[config.mk]
export PLATFORM = sky130hd
export DESIGN_NAME = mmid_bank
export DESIGN_NICKNAME = d
export VERILOG_FILES = /design/src/hdl/mmid_bank.v /design/src/hdl/mmid_access_check.v
export VERILOG_INCLUDE_DIRS = /design/src /design/src/include
export SDC_FILE = /design/constraint.sdc
export NUM_CORES = 1
export LEC_CHECK = 0
export ABC_CLOCK_PERIOD_IN_PS = 800
export CAP_MARGIN = 20
export CORE_MARGIN = 3
export CORE_UTILIZATION = 59
export DETAILED_ROUTE_END_ITERATION = 10
export DONT_BUFFER_PORTS = 1
export GPL_TIMING_DRIVEN = 0
export HOLD_SLACK_MARGIN = 0.1
export PLACE_DENSITY = 0.75
export SYNTH_ARGS = -nofsm -noshare
export SYNTH_HDL_FRONTEND = slang
export SYNTH_SLANG_ARGS = --single-unit
[constraint.sdc]
create_clock -name clk_sys_i -period 0.8 [get_ports clk_sys_i]
set_input_delay 0.08 -clock clk_sys_i [delete_from_list [all_inputs] [get_ports clk_sys_i]]
set_output_delay 0.08 -clock clk_sys_i [all_outputs]
set_load 0.01 [all_outputs]
[src/include/mmid_regs.vh]
// constants for the memory-model identification register bank
`ifndef MMID_REGS_VH
`define MMID_REGS_VH

// system register encoding fields (op0, op1, crn, crm, op2)
`define MMID_OP0_ID          2'h3
`define MMID_OP1_ID          3'h0
`define MMID_CRN_ID          4'h0
`define MMID_CRM_ISA         4'h6
`define MMID_CRM_MEM         4'h7
`define MMID_OP2_ZERO        3'h0
`define MMID_OP2_ONE         3'h1
`define MMID_OP2_TWO         3'h2

// exception levels
`define MMID_EL_USER         2'h0
`define MMID_EL_KERNEL       2'h1
`define MMID_EL_HYP          2'h2
`define MMID_EL_MON          2'h3

// trap class code for identification reads
`define MMID_TRAP_CLASS      6'h18

// register zero field positions (low bit)
`define MMID_F0_GRAN_SMALL2  40
`define MMID_F0_GRAN_LARGE2  36
`define MMID_F0_GRAN_MED2    32
`define MMID_F0_GRAN_SMALL   28
`define MMID_F0_GRAN_LARGE   24
`define MMID_F0_GRAN_MED     20
`define MMID_F0_SEC_SPLIT    12
`define MMID_F0_MIX_ENDIAN   8
`define MMID_F0_ASID_WIDTH   4
`define MMID_F0_PA_WIDTH     0

// register zero field values
`define MMID_V0_GRAN_STAGE2  4'h2
`define MMID_V0_GRAN_SMALL   4'h0
`define MMID_V0_GRAN_LARGE   4'h0
`define MMID_V0_GRAN_MED     4'h1
`define MMID_V0_SEC_SPLIT    4'h1
`define MMID_V0_MIX_ENDIAN   4'h1
`define MMID_V0_ASID_WIDTH   4'h2
`define MMID_V0_PA_WIDTH     4'h2

// register one field positions (low bit)
`define MMID_F1_XN_SPLIT     28
`define MMID_F1_SPEC_ERR     24
`define MMID_F1_PAN          20
`define MMID_F1_LOR          16
`define MMID_F1_HPD          12
`define MMID_F1_VHE          8
`define MMID_F1_VMID_WIDTH   4
`define MMID_F1_HW_FLAGS     0

// register one field values
`define MMID_V1_XN_SPLIT     4'h1
`define MMID_V1_SPEC_ERR     4'h0
`define MMID_V1_PAN          4'h2
`define MMID_V1_LOR          4'h1
`define MMID_V1_HPD          4'h2
`define MMID_V1_VHE          4'h1
`define MMID_V1_VMID_WIDTH   4'h2
`define MMID_V1_HW_FLAGS     4'h2

// default value only for register two; field values are a parameter
`define MMID_REG2_DEFAULT    64'h0000000000000000

`endif

[src/hdl/mmid_bank.v]
// memory-model identification register bank with read trap checks
`timescale 1ns/1ps
`default_nettype none
`include "mmid_regs.vh"

module mmid_bank #(
  parameter [63:0] REG2_VALUE = `MMID_REG2_DEFAULT // third register value
) (
  input  wire        clk_sys_i,      // core clock, 10 MHz
  input  wire        rst_i,          // async reset, active high
  input  wire        rd_req_i,       // read request, one-cycle pulse
  input  wire [1:0]  rd_op0_i,       // encoding op0
  input  wire [2:0]  rd_op1_i,       // encoding op1
  input  wire [3:0]  rd_crn_i,       // encoding crn
  input  wire [3:0]  rd_crm_i,       // encoding crm
  input  wire [2:0]  rd_op2_i,       // encoding op2
  input  wire [1:0]  current_exception_level_i,           // issuing level
  input  wire        hypervisor_level_active_i,           // level enabled
  input  wire        hypervisor_general_exception_route_i, // route bit
  input  wire        hypervisor_id_group_trap_i,          // trap bit
  output reg         rd_done_o,      // answer valid, one-cycle pulse
  output reg  [63:0] rd_data_o,      // read value, zero on trap
  output reg         rd_hit_o,       // encoding named a bank register
  output reg         trap_o,         // answer is a trap
  output reg  [1:0]  trap_level_o,   // level that takes the trap
  output reg  [5:0]  trap_class_o    // trap class code
);

  // read path in short: the encoding picks a slot, the level check
  // decides return or trap, and one clock later the answer appears.
  // the two fixed registers are pure constants built from nibbles;
  // the third comes in whole through a parameter.
  // nothing but the answer registers holds state, so a read can
  // never disturb anything else in the core.
  // a miss answers with no data and no trap; the pipeline decides
  // what an unknown encoding means.
  // answer fields hold until the next request, so a slow consumer
  // may look at them late; only the strobe is a single pulse.
  // the check runs in the same cycle as the request, which keeps
  // the answer latency fixed at one clock for every level.

  // widths of the read path; fixed by the register format
  localparam       FIELD_W = 4;
  localparam       REG_W   = 64;
  localparam       LEVEL_W = 2;
  localparam       CLASS_W = 6;
  localparam [1:0] NUM_REG = 2'h3;  // slots 0..2 hold registers

  // four-bit field placed at a low bit position
  function [REG_W-1:0] fld;
    input [FIELD_W-1:0] val;
    input integer       pos;
    begin
      fld = {{(REG_W-FIELD_W){1'b0}}, val} << pos;
    end
  endfunction

  // reserved bits of the two fixed registers; forced low whatever a
  // field constant says, so a slip in a value cannot leak upward
  localparam [63:0] RSVD_ZERO = 64'hFFFFF000000F0000;
  localparam [63:0] RSVD_ONE  = 64'hFFFFFFFF00000000;

  // register zero fields
  wire [FIELD_W-1:0] granule_small_stage_two;   // 4KB, stage two
  wire [FIELD_W-1:0] granule_large_stage_two;   // 64KB, stage two
  wire [FIELD_W-1:0] granule_medium_stage_two;  // 16KB, stage two
  wire [FIELD_W-1:0] granule_small;             // 4KB, stage one
  wire [FIELD_W-1:0] granule_large;             // 64KB, stage one
  wire [FIELD_W-1:0] granule_medium;            // 16KB, stage one
  wire [FIELD_W-1:0] secure_memory_split;       // secure split
  wire [FIELD_W-1:0] mixed_endian_support;      // endianness bits
  wire [FIELD_W-1:0] address_space_id_width;    // id width code
  wire [FIELD_W-1:0] physical_address_width;    // address range code

  // register one fields
  wire [FIELD_W-1:0] stage_two_exec_never_split;        // user/kernel
  wire [FIELD_W-1:0] speculative_error_report;          // spec abort
  wire [FIELD_W-1:0] privileged_access_never_support;   // access never
  wire [FIELD_W-1:0] limited_ordering_regions_support;  // ordering
  wire [FIELD_W-1:0] hierarchical_perm_disable_support; // perm disable
  wire [FIELD_W-1:0] virtualization_host_ext;           // host ext
  wire [FIELD_W-1:0] virtual_machine_id_width;          // vm id width
  wire [FIELD_W-1:0] hardware_flag_update_support;      // flag update

  // stage two: code two means supported for stage-two walks
  assign granule_small_stage_two  = `MMID_V0_GRAN_STAGE2;
  assign granule_large_stage_two  = `MMID_V0_GRAN_STAGE2;
  assign granule_medium_stage_two = `MMID_V0_GRAN_STAGE2;
  // stage one: code zero means supported, not absent
  assign granule_small            = `MMID_V0_GRAN_SMALL;
  assign granule_large            = `MMID_V0_GRAN_LARGE;
  // stage one 16KB uses code one for supported
  assign granule_medium           = `MMID_V0_GRAN_MED;
  // secure and non-secure memory are told apart
  assign secure_memory_split      = `MMID_V0_SEC_SPLIT;
  // both endianness control bits are configurable
  assign mixed_endian_support     = `MMID_V0_MIX_ENDIAN;
  // sixteen address space id bits
  assign address_space_id_width   = `MMID_V0_ASID_WIDTH;
  // forty physical address bits, one terabyte
  assign physical_address_width   = `MMID_V0_PA_WIDTH;

  // execute-never at stage two tells user from kernel
  assign stage_two_exec_never_split        = `MMID_V1_XN_SPLIT;
  // no error interrupt from a speculative read abort
  assign speculative_error_report          = `MMID_V1_SPEC_ERR;
  // feature plus the checked translation instructions
  assign privileged_access_never_support   = `MMID_V1_PAN;
  // limited ordering regions present
  assign limited_ordering_regions_support  = `MMID_V1_LOR;
  // hierarchy disable; descriptor bits 62:59 left to hardware
  assign hierarchical_perm_disable_support = `MMID_V1_HPD;
  // host extension present
  assign virtualization_host_ext           = `MMID_V1_VHE;
  // sixteen virtual machine id bits
  assign virtual_machine_id_width          = `MMID_V1_VMID_WIDTH;
  // hardware updates access flag and dirty state
  assign hardware_flag_update_support      = `MMID_V1_HW_FLAGS;

  // fields placed at their positions; the rest is reserved
  wire [REG_W-1:0] reg_zero_raw =
      fld(granule_small_stage_two,  `MMID_F0_GRAN_SMALL2) |
      fld(granule_large_stage_two,  `MMID_F0_GRAN_LARGE2) |
      fld(granule_medium_stage_two, `MMID_F0_GRAN_MED2)   |
      fld(granule_small,            `MMID_F0_GRAN_SMALL)  |
      fld(granule_large,            `MMID_F0_GRAN_LARGE)  |
      fld(granule_medium,           `MMID_F0_GRAN_MED)    |
      fld(secure_memory_split,      `MMID_F0_SEC_SPLIT)   |
      fld(mixed_endian_support,     `MMID_F0_MIX_ENDIAN)  |
      fld(address_space_id_width,   `MMID_F0_ASID_WIDTH)  |
      fld(physical_address_width,   `MMID_F0_PA_WIDTH);
  wire [REG_W-1:0] reg_one_raw =
      fld(stage_two_exec_never_split,        `MMID_F1_XN_SPLIT)   |
      fld(speculative_error_report,          `MMID_F1_SPEC_ERR)   |
      fld(privileged_access_never_support,   `MMID_F1_PAN)        |
      fld(limited_ordering_regions_support,  `MMID_F1_LOR)        |
      fld(hierarchical_perm_disable_support, `MMID_F1_HPD)        |
      fld(virtualization_host_ext,           `MMID_F1_VHE)        |
      fld(virtual_machine_id_width,          `MMID_F1_VMID_WIDTH) |
      fld(hardware_flag_update_support,      `MMID_F1_HW_FLAGS);

  wire [REG_W-1:0] reg_zero = reg_zero_raw & ~RSVD_ZERO;
  wire [REG_W-1:0] reg_one  = reg_one_raw  & ~RSVD_ONE;

  // shared encoding prefix of the memory-model group
  function enc_is_mem;
    input [1:0] op0;
    input [2:0] op1;
    input [3:0] crn;
    input [3:0] crm;
    begin
      enc_is_mem = (op0 == `MMID_OP0_ID) && (op1 == `MMID_OP1_ID) &&
                   (crn == `MMID_CRN_ID) && (crm == `MMID_CRM_MEM);
    end
  endfunction

  // op2 to register slot; slot three stands for no register here
  function [1:0] slot_of;
    input [2:0] op2;
    begin
      case (op2)
        `MMID_OP2_ZERO: begin
          slot_of = 2'h0;
        end
        `MMID_OP2_ONE: begin
          slot_of = 2'h1;
        end
        `MMID_OP2_TWO: begin
          slot_of = 2'h2;
        end
        default: begin
          slot_of = 2'h3;
        end
      endcase
    end
  endfunction

  wire       enc_id = enc_is_mem(rd_op0_i, rd_op1_i, rd_crn_i, rd_crm_i);
  wire [1:0] slot   = slot_of(rd_op2_i);

  // slot three is outside the bank, a miss rather than a trap
  wire       slot_ok = (slot < NUM_REG);

  reg             hit;
  reg [REG_W-1:0] sel_value;

  // third register included so its reads pass the same check
  always @* begin
    hit       = 1'b0;
    sel_value = 64'h0000000000000000;
    if (enc_id && slot_ok) begin
      hit = 1'b1;
      case (slot)
        2'h0: begin
          sel_value = reg_zero;
        end
        2'h1: begin
          sel_value = reg_one;
        end
        2'h2: begin
          sel_value = REG2_VALUE;
        end
        default: begin
          hit       = 1'b0;
          sel_value = 64'h0000000000000000;
        end
      endcase
    end
  end

  wire               chk_trap;
  wire [LEVEL_W-1:0] chk_level;

  // the check sees only the level and the three hypervisor inputs
  mmid_access_check u_check (
    .level_i      (current_exception_level_i),
    .hyp_active_i (hypervisor_level_active_i),
    .route_i      (hypervisor_general_exception_route_i),
    .id_trap_i    (hypervisor_id_group_trap_i),
    .trap_o       (chk_trap),
    .target_o     (chk_level)
  );

  // a miss never traps, even from user level
  wire take_trap = hit && chk_trap;

  reg               next_done;
  reg [REG_W-1:0]   next_data;
  reg               next_hit;
  reg               next_trap;
  reg [LEVEL_W-1:0] next_level;
  reg [CLASS_W-1:0] next_class;

  // answer fields hold between requests; only a request moves them
  always @* begin
    next_done = rd_req_i;
    next_hit  = rd_hit_o;
    next_data = rd_data_o;
    if (rd_req_i) begin
      next_hit = hit;
      // a trapped read must not leak the value
      if (take_trap) begin
        next_data = 64'h0000000000000000;
      end else begin
        next_data = sel_value;
      end
    end
  end

  // trap code, taker and class follow the check of this request
  always @* begin
    next_trap  = trap_o;
    next_level = trap_level_o;
    next_class = trap_class_o;
    if (rd_req_i) begin
      if (take_trap) begin
        next_trap  = 1'b1;
        next_level = chk_level;
        next_class = `MMID_TRAP_CLASS;
      end else begin
        next_trap  = 1'b0;
        next_level = 2'h0;
        next_class = 6'h00;
      end
    end
  end

  // answer registered one cycle after the request; no other state
  // answer strobe, one cycle per taken request
  always @(posedge clk_sys_i or posedge rst_i) begin
    if (rst_i) begin
      rd_done_o <= 1'b0;
    end else begin
      rd_done_o <= next_done;
    end
  end

  // read value, zero after reset and on trap or miss
  always @(posedge clk_sys_i or posedge rst_i) begin
    if (rst_i) begin
      rd_data_o <= 64'h0000000000000000;
    end else begin
      rd_data_o <= next_data;
    end
  end

  // hit flag of the last request
  always @(posedge clk_sys_i or posedge rst_i) begin
    if (rst_i) begin
      rd_hit_o <= 1'b0;
    end else begin
      rd_hit_o <= next_hit;
    end
  end

  // trap flag of the last request
  always @(posedge clk_sys_i or posedge rst_i) begin
    if (rst_i) begin
      trap_o <= 1'b0;
    end else begin
      trap_o <= next_trap;
    end
  end

  // level that takes the trap, zero when none
  always @(posedge clk_sys_i or posedge rst_i) begin
    if (rst_i) begin
      trap_level_o <= 2'h0;
    end else begin
      trap_level_o <= next_level;
    end
  end

  // class code of the trap, zero when none
  always @(posedge clk_sys_i or posedge rst_i) begin
    if (rst_i) begin
      trap_class_o <= 6'h00;
    end else begin
      trap_class_o <= next_class;
    end
  end

endmodule
`default_nettype wire

[src/hdl/mmid_access_check.v]
// access check: decides return versus trap for an identification read
`timescale 1ns/1ps
`default_nettype none
`include "mmid_regs.vh"

module mmid_access_check (
  input  wire [1:0] level_i,        // current exception level
  input  wire       hyp_active_i,   // hypervisor level enabled
  input  wire       route_i,        // general exception route bit
  input  wire       id_trap_i,      // identification group trap bit
  output reg        trap_o,         // read must trap
  output reg  [1:0] target_o        // level that takes the trap
);

  always @* begin
    trap_o   = 1'b0;
    target_o = `MMID_EL_KERNEL;
    case (level_i)
      `MMID_EL_USER: begin
        // user reads always trap; route chooses the taker when the hypervisor level is active
        trap_o = 1'b1;
        if (hyp_active_i && route_i) begin
          target_o = `MMID_EL_HYP;
        end
      end
      `MMID_EL_KERNEL: begin
        if (hyp_active_i && id_trap_i) begin
          trap_o   = 1'b1;
          target_o = `MMID_EL_HYP;
        end
      end
      default: begin
        // hypervisor and monitor never trap
        trap_o   = 1'b0;
        target_o = `MMID_EL_KERNEL;
      end
    endcase
  end

endmodule
`default_nettype wire

==> impl_results.md, run 1 <==
- Post-route ant nets: 0
- Final Skew: 0 ns
- Vias in the first global route: around 660
- Reg2reg start: rd_data_o[37]$_DFFE_PP0P_
- Placed cell areas: between 1000 and 1500 µm²
- CTS buffer count: 3
- Slew Limit Fails: 0
- Cell depth of the worst setup path: 1
- Initial Util: 66.8%
- CTS root buf: clkbuf_4
- CTS tree: done
- Post-Layout Cell Count: between 150 and 200
- FF+latch area: ~210 µm²
- Sw Ratio: 30.3%
- Hold slack: -0.0866 ns
- Worst EP arrival: just under 0.9 ns
- CTS sink cnt: 8
- Reg-to-reg endpoint: rd_data_o[37]$_DFFE_PP0P_
- Inserted Diodes: 0
- Clk slew on worst S/H paths: approximately 0.06 ns
- CP Launch Point: rd_data_o[28]$_DFFE_PP0P_
- Via density: about 4
- Met2 global-route usage: between 30% and 40%
- Multi-input gate area: around 440 µm²
- DRC viols: 0
- Adder-Cell Fraction of Synth Area: 0%
- Fin crit period: approximately 0.96 ns
- Crit path launch type: flip-flop
- Final GP Congestion: approximately 0.79
- Synth Area in Simple Gates: about 12%
- Critical Path End Type: output pin
- # Post-CTS Setup Buffers: 0
- Warnings from Yosys: 0
- Total core area: 1400 µm²
- Met1 Track Usage GR: between 10% and 20%
- Post-layout util: 92.8%
- Critical path's slowest cell: dfrtp_2
- Critical Setup Path Class: flip-flop to output pin
- Combinational power share: roughly 37%
- Share of the synthesized area in the top cell type: a little over half
- Met3 global-route usage: a little under an eighth
- 1st-iter DRT viols: 3
- Final hold viol count: 4
- Leakage Power: 0.000795 µW
- Avg WL per Cell: ~13 µm
- Mapped Area: 935 µm²
- Yosys reg bits: 8
- Worst path bufs/invs: 1
- Via Count: between 700 and 800
- Peak supply drop: ~1.0 mV
- Total power: approximately 1100 µW
- Area contributors post-synth: buf_4, dfrtp_1, nor4b_4, inv_1, nand4_4
- Area growth syn-to-layout: 38.8%
- GRT Max-Usage Layer: met2
- Crit-path max FO: 5
- Post-layout net count: ~190
- CP endpoint: rd_data_o[21]
- Mean Syn Cell Area: between 8 and 9 µm²
- Xor/xnor share of the synthesized area: 0%
- Pre-Repair DR Iteration Count: 3
- Seq pwr share: a little over a third
- Die H: between 40 and 50 µm
- First-pass GRT wire length: between 2000 and 3000 µm
- Cell row count: 13
- Worst-Skew Late Latency: 0.25 ns
- Reg2reg path depth: 2
- Filler cells: 57
- Number of max-cap violations: 0
- Reg2Reg Setup Slack: 0.02 ns
- Count of final setup violators: 12
- Cell area power density: between 800 and 900 nW/µm²
- Gate Count Post-Synth: ~110
- Combinational family with the most area after synthesis: buffers and inverters
- Final period util: 120%
- Achievable Freq: around 1000 MHz
- CP required: around 0.72 ns
- Clock buffer depth: 2
- Largest net degree at the start of global routing: 9
- Share of cells above drive strength 1: between 40% and 50%
- Crit path largest cell delay: between 0.4 and 0.5 ns
- Sw power: approximately 350 µW
- Place WS: -0.220 ns
- Yosys cell types: 21
- Die W: around 46 µm
- Status: complete, but fails checks
- Pint: 798 µW
- Port Buffers: 0
- Hold crit path type: input port to flip-flop
- HP Start: rd_op2_i[1]
- Die area: roughly 2100 µm²
- Synth area leader: buf_4
- Complex-gate fraction of the synthesized area: approximately 8.4%
- WL final: ~2300 µm
- CTS H-tree lvls: 1
- RSZ-0062 raised after global routing: yes
- Post-synthesis sequential area ratio: 21.4%
- Top Family by Delay on Critical Path: flip-flops
- Mux share of post-synthesis cell area: under 10%
- Clock Power Share: between 20% and 30%
- IO Pins: 99
- Placed instance count: around 180
- Tot GR Track Use: about a fifth
- Initial antenna violation count: 0
- Failing checks: negative hold slack, negative setup slack
- Overflow after GRT: 0
- Fin area: 1300 µm²
- Final WS setup: -0.160 ns
- Critical path, cell by cell: buf_4
[through the flow]
stage	hold slack, ns	setup TNS [ns]
after floorplan	-0.104	-0.491
after global placement	-0.0762	-0.748
after CTS	-0.0883	-1.76
final	-0.0866	-1.59
after detailed placement	-0.0689	-0.784
after global routing	-0.0968	-1.99
[cell usage in the layout, fill, tap and decap left out]
master / count
o22ai_1: 3
nor2_1: 1
nand3_1: 1
inv_1: 6
a21boi_0: 1
and4bb_2: 1
clkbuf_4: 3
a21oi_1: 1
dlygate4sd3_1: 4
nand2_1: 1
buf_6: 9
a21oi_2: 1
mux2_2: 1
nor3b_2: 1
o41ai_2: 3
conb_1: 56
nor4b_4: 1
buf_4: 58
dfrtp_1: 4
dfrtp_2: 4
and4bb_1: 1
nand4_4: 1
o32ai_1: 1
dlymetal6s4s_1: 1
and2_1: 1
nand2b_1: 3
[how the worst min path moves through the flow]
stage | cells after the start | slack, ns | end
finish | 1 | -0.09 | rd_data_o[28]$_DFFE_PP0P_
global route | 1 | -0.1 | rd_data_o[28]$_DFFE_PP0P_
CTS | 1 | -0.09 | trap_class_o[3]$_DFFE_PP0P_
detailed placement | 1 | -0.07 | rd_done_o$_DFF_PP0_
global placement | 1 | -0.08 | rd_done_o$_DFF_PP0_
floorplan | 1 | -0.10 | rd_data_o[28]$_DFFE_PP0P_
[Yosys cell counts]
master / count
nand2_1: 1
and4bb_2: 1
a21oi_1: 2
a21boi_0: 1
mux2_2: 1
and4bb_1: 1
dfrtp_1: 8
nand4_4: 1
inv_1: 6
and2_1: 1
nor4b_4: 1
o22ai_1: 3
o32ai_1: 1
nor3b_1: 1
nor2_1: 1
nand2b_1: 3
conb_1: 1
o41ai_2: 1
nand3_1: 1
o41ai_1: 2
buf_4: 67
[worst register-to-register path, stage by stage, from the launching register on]
cell	delay (ns)
dfrtp_2	0.47
nand2b_1	0.12
o41ai_2	0.07
[repair_timing]
item                                   4_1_cts  5_1_grt
setup endpoints to repair                   12       20
hold buffers                                 4        1
pin swaps                                    0        0
gates resized for setup                      9        8
endpoints found under the hold margin       16        6
[state kept, by name, summed over array words and instances, names as in the netlist]
name / cells
rd_data_o: 3
rd_done_o: 1
rd_hit_o: 1
trap_class_o: 1
trap_level_o: 2
[logic make-up after synthesis]
kind of cell / Yosys count
mux: 1
buf+inv: 73
flops: 8
simple gates: 12
compound gates: 10
other cells: 1
[layout make-up]
| class | instances | area share (%) |
|---|---|---|
| repair buffers | 5 | 4.05 |
| well taps | 15 | 1.45 |
| plain buffers | 67 | 41.4 |
| inverters | 6 | 1.74 |
| multi-input cells | 79 | 33.8 |
| clock buffers | 3 | 1.74 |
| flip-flops and latches | 8 | 15.8 |
[power by group through the flow]
| stage | registers [µW] | logic [µW] | clock network [µW] |
|---|---|---|---|
| 4_1_cts | 410 | 389 | 309 |
| 5_1_grt | 410 | 461 | 340 |
| 3_3_place_gp | 417 | 366 | 0 |
| 3_5_place_dp | 417 | 367 | 0 |
| 6_report | 410 | 426 | 310 |
| 2_1_floorplan | 417 | 361 | 0 |
[metal layers]
metal,wire length [µm],part of all wire [%]
met4,50,2.2
met2,1200,52
met1,641,28
met3,426,18
met5,0,0
Note: power is estimated with default switching activity, not from simulation.
==> run 2: changes to the inputs <==
- CTS_BUF_LIST: not set -> sky130_fd_sc_hd__clkbuf_8
- SYNTH_HIERARCHICAL: not set -> 1
==> run 2 against run 1 <==
Compared with the run above: via count up 14%; largest power group is now the clock network; sequential power about the same; cell area is 0.58% lower; die area decreased by 0.70%; core utilization grew 0.55 points; the flow still finishes with violations (negative hold slack, negative setup slack); maximum frequency increased by 3.3%.
==> impl_results.md, run 2 <==
- Filler cells: between 40 and 50
- Synth area leader: buf_4
- Most flop-heavy register: rd_data_o
- Post-layout util: between 90 and 100%
- Pre-Repair DR Iteration Count: 4
- 1st-iter DRT viols: 16
- Mean Syn Cell Area: 8.66 µm²
- Post-synth EDFFs: 0
- Mapped Area: slightly above 900 µm²
- Port Buffers: 0
- Yosys reg bits: 8
- Overflow after GRT: 0
- Final Skew: 0 ns
- Clock buffer depth: 2
- Adder-Cell Fraction of Synth Area: 0%
- Combinational power share: approximately a third
- CTS tree: done
- Post-synthesis sequential area ratio: a little over a fifth
- Worst EP arrival: ~0.85 ns
- Crit path launch type: flip-flop
- Worst path bufs/invs: 1
- Sw Ratio: between 20% and 30%
- Hold slack: -0.0365 ns
- Post-layout net count: approximately 190
- Cell row count: 13
- CTS root buf: clkbuf_8
- Largest net degree at the start of global routing: 9
- Count of final setup violators: 11
- Critical Setup Path Class: flip-flop to output pin
- Placed cell areas: roughly 1200 µm²
- Crit path largest cell delay: roughly 0.45 ns
- IO Pins: 99
- Die W: ~46 µm
- Final hold viol count: 1
- Hold crit path type: input port to flip-flop
- Critical path, cell by cell: buf_4
- CP Launch Point: rd_data_o[28]$_DFFE_PP0P_
- Final WS setup: -0.129 ns
- Area growth syn-to-layout: 39.1%
- Synth Flop Type: dfrtp_1
- Max reg flops: 3
- Failing checks: negative hold slack, negative setup slack
- HP Start: rd_op2_i[1]
- Pint: 949 µW
- Count leader, synth: buf_4
- Clock Power Share: a little under two fifths
- CTS sink cnt: 8
- Synth cell count leaders: buf_4, dfrtp_1, inv_1
- Via Count: a little over 800
- Number of max-cap violations: 0
- Status: complete, but fails checks
- Avg WL per Cell: around 16 µm
- Crit-path max FO: 5
- Seq pwr share: 30.9%
- CTS Hold Buffers Added: 2
- Sw power: 384 µW
- CTS buffer count: 3
- Share of the synthesized area in the top cell type: 54.3%
- Critical path's slowest cell: dfrtp_2
- Gate Count Post-Synth: 107
- Die area: 2080 µm²
- Reg2Reg Setup Slack: about 0.030 ns
- Leakage Power: just under 0.0008 µW
- Initial Util: 67.1%
- Complex-gate fraction of the synthesized area: 7.15%
- Critical Path End Type: output pin
- CP required: a little over 0.7 ns
- Final period util: 116%
- WL final: slightly below 3000 µm
- CTS H-tree lvls: 1
- Commonest non-fill, non-tap cell in the layout: buf_4
- Peak supply drop: 0.783 mV
- Cell area power density: a little over 1000 nW/µm²
- Achievable Freq: 1080 MHz
- Top Registers: rd_data_o (3), trap_level_o (2)
- Tot GR Track Use: a little over a quarter
- Area contributors post-synth: buf_4, dfrtp_1, inv_1, o32ai_1, nor4b_4
- DRC viols: 0
- Via density: approximately 4.5
- Initial antenna violation count: 0
- Slew Limit Fails: 0
- Vias in the first global route: 810
- Total core area: roughly 1400 µm²
- CP endpoint: rd_data_o[16]
- Clk slew on worst S/H paths: ~0.040 ns
- Xor/xnor share of the synthesized area: 0%
- Top Family by Delay on Critical Path: flip-flops
- Final GP Congestion: about 0.74
- Fin area: roughly 1300 µm²
- Synth Area in Simple Gates: about an eighth
- Asr flop ratio synth: 100%
- Reg2reg path depth: 2
- Worst-Skew Late Latency: ~0.23 ns
- Warnings from Yosys: 6
- Post-route ant nets: 0
- First-pass GRT wire length: 3930 µm
- Dpl hpwl: roughly 1700 µm
- Yosys cell types: 20
- RSZ-0062 raised after global routing: yes
- Mux share of post-synthesis cell area: approximately 1.6%
- Reg-to-reg endpoint: rd_data_o[8]$_DFFE_PP0P_
- Combinational family with the most area after synthesis: buffers and inverters
- Reg2reg start: rd_data_o[8]$_DFFE_PP0P_
- Most frequent cells in the layout: buf_4, conb_1, inv_1, buf_6
- Cell depth of the worst setup path: 1
- Share of cells above drive strength 1: between 40% and 50%
- Die H: ~46 µm
- Fin crit period: about 0.93 ns
-- run 2: changes by cell type in the layout (fill, tap and decap cells not counted), moves of 3 or more --
| cell | previous run | this run |
|---|---|---|
| clkbuf_4 | 3 | 0 |
| buf_6 | 9 | 5 |
| clkbuf_8 | 0 | 3 |
| buf_4 | 58 | 63 |
| dlygate4sd3_1 | 4 | 1 |
-- run 2: what timing repair did --
action,in CTS,in global routing
setup endpoints to repair,11,18
resized for setup,9,4
endpoints found under the hold margin,16,4
buffers inserted,0,1
-- run 2: logic make-up (layout without fill, tap and decap cells) --
group,count (synthesis),count (layout)
flip-flops,8,8
AO/OA/AOI/OAI,9,9
AND/OR/NAND/NOR,13,13
other,1,57
multiplexers,1,1
buffers and inverters,75,81
-- run 2: area by class of cell --
class	instances	area, µm²	area share (%)
plain buffers	67	522	40.4
multi-input cells	79	440	34.1
flip-flops and latches	8	205	15.9
clock buffers	3	41.3	3.20
repair buffers	3	30.0	2.33
inverters	8	30.0	2.33
well taps	15	18.8	1.45
diodes	1	2.50	0.194
-- run 2: worst min path at each step --
| stage | end | slack [ns] | cells past startpoint |
|---|---|---|---|
| 5_1_grt | rd_data_o[8]$_DFFE_PP0P_ | -0.03 | 1 |
| 3_5_place_dp | rd_done_o$_DFF_PP0_ | -0.08 | 1 |
| 3_3_place_gp | rd_data_o[28]$_DFFE_PP0P_ | -0.08 | 1 |
| 2_1_floorplan | rd_data_o[28]$_DFFE_PP0P_ | -0.10 | 1 |
| 6_report | rd_data_o[8]$_DFFE_PP0P_ | -0.04 | 1 |
| 4_1_cts | rd_data_o[8]$_DFFE_PP0P_ | -0.04 | 1 |
-- run 2: routing by layer --
layer / share of wire [%] / GRT usage (%) / wire [µm] / up-vias
li1: - / - / - / 348
met1: 28 / 23.5 / 810 / 369
met2: 52 / 51.5 / 1510 / 94
met3: 16 / 11.5 / 461 / 15
met4: 3.9 / 14.0 / 114 / 0
met5: 0 / 0 / 0 / -
-- run 2: power groups by stage --
stage / combinational, µW / sequential (µW) / clock (µW)
detailed placement: 368 / 417 / 0
CTS: 381 / 411 / 483
global placement: 367 / 417 / 0
global route: 463 / 412 / 509
finish: 430 / 412 / 492
floorplan: 362 / 417 / 0
-- run 2: stage by stage --
| stage | cells | setup TNS [ns] | hold WS (ns) | setup slack [ns] | power [µW] |
|---|---|---|---|---|---|
| finish | 184 | -1.28 | -0.0365 | -0.129 | 1330 |
| global route | 183 | -1.52 | -0.0323 | -0.149 | 1380 |
| CTS | 182 | -1.34 | -0.0377 | -0.118 | 1280 |
| detailed placement | 177 | -0.691 | -0.0774 | -0.172 | 785 |
| global placement | 177 | -0.530 | -0.0814 | -0.146 | 784 |
| floorplan | 162 | -0.196 | -0.104 | -0.0939 | 779 |
==> run 3: changes to the inputs <==
- ABC_CLOCK_PERIOD_IN_PS: 800 -> 1000
- clock period: 0.8 -> 1 ns (I/O delays scaled with it)
==> run 3 against run 2 <==
Compared with the run above: clock-buffer cell count unchanged; sequential share of layout area increased by 0.67 points; largest power group unchanged; core utilization decreased by 5.4 points; the run ends with negative hold slack left; non-clock buffer count decreased by 1; total power decreased by 22%; first-iteration DRC count unchanged; largest cell class unchanged.
==> impl_results.md, run 3 (same netlist as run 2, synthesis figures left out) <==
- Crit path launch type: flip-flop
- Cell row count: 13
- Status: complete, but fails checks
- Commonest non-fill, non-tap cell in the layout: buf_4
- Area growth syn-to-layout: 31.0%
- Worst EP arrival: between 0.8 and 0.9 ns
- Worst-Skew Late Latency: approximately 0.23 ns
- CTS tree: done
- CTS buffer count: 3
- Clock buffer depth: 2
- Critical Setup Path Class: flip-flop to output pin
- Crit-path max FO: 5
- Max layer used: met4
- Port Buffers: 0
- Number of max-cap violations: 0
- Final Skew: 0 ns
- Most flop-heavy register: rd_data_o
- WL final: 2300 µm
- Filler cells: 70
- Cell area power density: roughly 860 nW/µm²
- Critical Path End Type: output pin
- CTS Hold Buffers Added: 2
- Vias in the first global route: ~670
- Via density: around 3.9
- Die area: 2080 µm²
- Initial antenna violation count: 0
- Overflow after GRT: 0
- Critical path's slowest cell: dfrtp_1
- CTS root buf: clkbuf_8
- Leakage Power: 0.000748 µW
- 1st-iter DRT viols: 16
- Tot GR Track Use: about a fifth
- Achievable Freq: 1040 MHz
- Final WS setup: 0.0394 ns
- CP required: approximately 0.90 ns
- Initial Util: 67.1%
- Worst path bufs/invs: 1
- Post-layout net count: 193
- CTS sink cnt: 8
- Top Registers: rd_data_o (3), trap_level_o (2)
- Final GP Congestion: approximately 0.75
- Met1 WL: 616 µm
- CTS H-tree lvls: 1
- Share of cells above drive strength 1: between 40 and 50%
- Pre-Repair DR Iteration Count: 4
- Via Count: around 710
- Crit path largest cell delay: between 0.4 and 0.5 ns
- Dpl hpwl: 1720 µm
- Final period util: around 96%
- Place WS: -0.160 ns
- Post-layout util: 87.9%
- # Post-CTS Setup Buffers: 0
- Critical path, cell by cell: buf_4
- Top Family by Delay on Critical Path: flip-flops
- Placed instance count: between 150 and 200
- Clk slew on worst S/H paths: around 0.040 ns
- Post-Layout Cell Count: approximately 180
- Max reg flops: 3
- Largest net degree at the start of global routing: 9
- Total core area: approximately 1400 µm²
- Routed wl met2: ~1200 µm
- Post-route ant nets: 0
- Failing checks: negative hold slack
- Hold crit path type: input port to flip-flop
- Slew Limit Fails: 0
- Peak supply drop: between 0.4 and 0.5 mV
- Inserted Diodes: 0
- Most frequent cells in the layout: buf_4, conb_1, inv_1, dfrtp_1
- IO Pins: just under 100
- RSZ-0062 raised after global routing: no
- Avg WL per Cell: ~13 µm
- Fin crit period: between 0.9 and 1 ns
- Hold slack: -0.0189 ns
- Die W: roughly 46 µm
- First-pass GRT wire length: a little under 3000 µm
- Final hold viol count: 1
- DRC viols: 0
- Die H: 45.6 µm
- Setup TNS: 0 ns
- Met3 WL: about 340 µm
- Count of final setup violators: 0
==> run 3: through the flow <==
step	power (µW)	cell area, µm²
5_1_grt	1090	1210
3_5_place_dp	626	1150
2_1_floorplan	620	1130
3_3_place_gp	624	1150
4_1_cts	1030	1210
6_report	1040	1210
==> run 3: worst paths after layout <==
check	start	end	slack, ns	cells past startpoint
max	rd_data_o[28]$_DFFE_PP0P_	rd_data_o[21]	0.04	1
min in group asynchronous	rst_i	rd_data_o[28]$_DFFE_PP0P_	0.28	2
max reg2reg	rd_data_o[28]$_DFFE_PP0P_	rd_data_o[28]$_DFFE_PP0P_	0.22	2
min reg2reg	trap_level_o[0]$_DFFE_PP0P_	trap_level_o[0]$_DFFE_PP0P_	0.62	2
min	rd_op2_i[1]	rd_data_o[8]$_DFFE_PP0P_	-0.02	1
max in group asynchronous	rst_i	rd_data_o[37]$_DFFE_PP0P_	0.45	2
==> run 3: routing by layer <==
layer,GRT usage (%),vias up
li1,-,344
met5,0,-
met4,9.36,0
met1,14.9,290
met3,7.51,8
met2,42.1,71
==> run 3: final cells by class <==
type | count | area (µm²) | area share (%)
Buffer | 67 | 503 | 41.4
Timing Repair Buffer | 2 | 20.0 | 1.65
Clock buffer | 3 | 41.3 | 3.40
Multi-Input combinational cell | 79 | 400 | 33.0
Tap cell | 15 | 18.8 | 1.54
Sequential cell | 8 | 201 | 16.6
Inverter | 8 | 30.0 | 2.47
==> run 3: repair_timing <==
| action | in CTS | in global routing |
|---|---|---|
| resized for setup | 0 | 1 |
| endpoints found under the hold margin | 16 | 3 |
| setup endpoints to repair | 0 | 4 |
==> run 3: where the power goes <==
group          total [µW]  switching (µW)  internal, µW
clock                 387             126           261
combinational         328             162           166
sequential            329            1.83           327
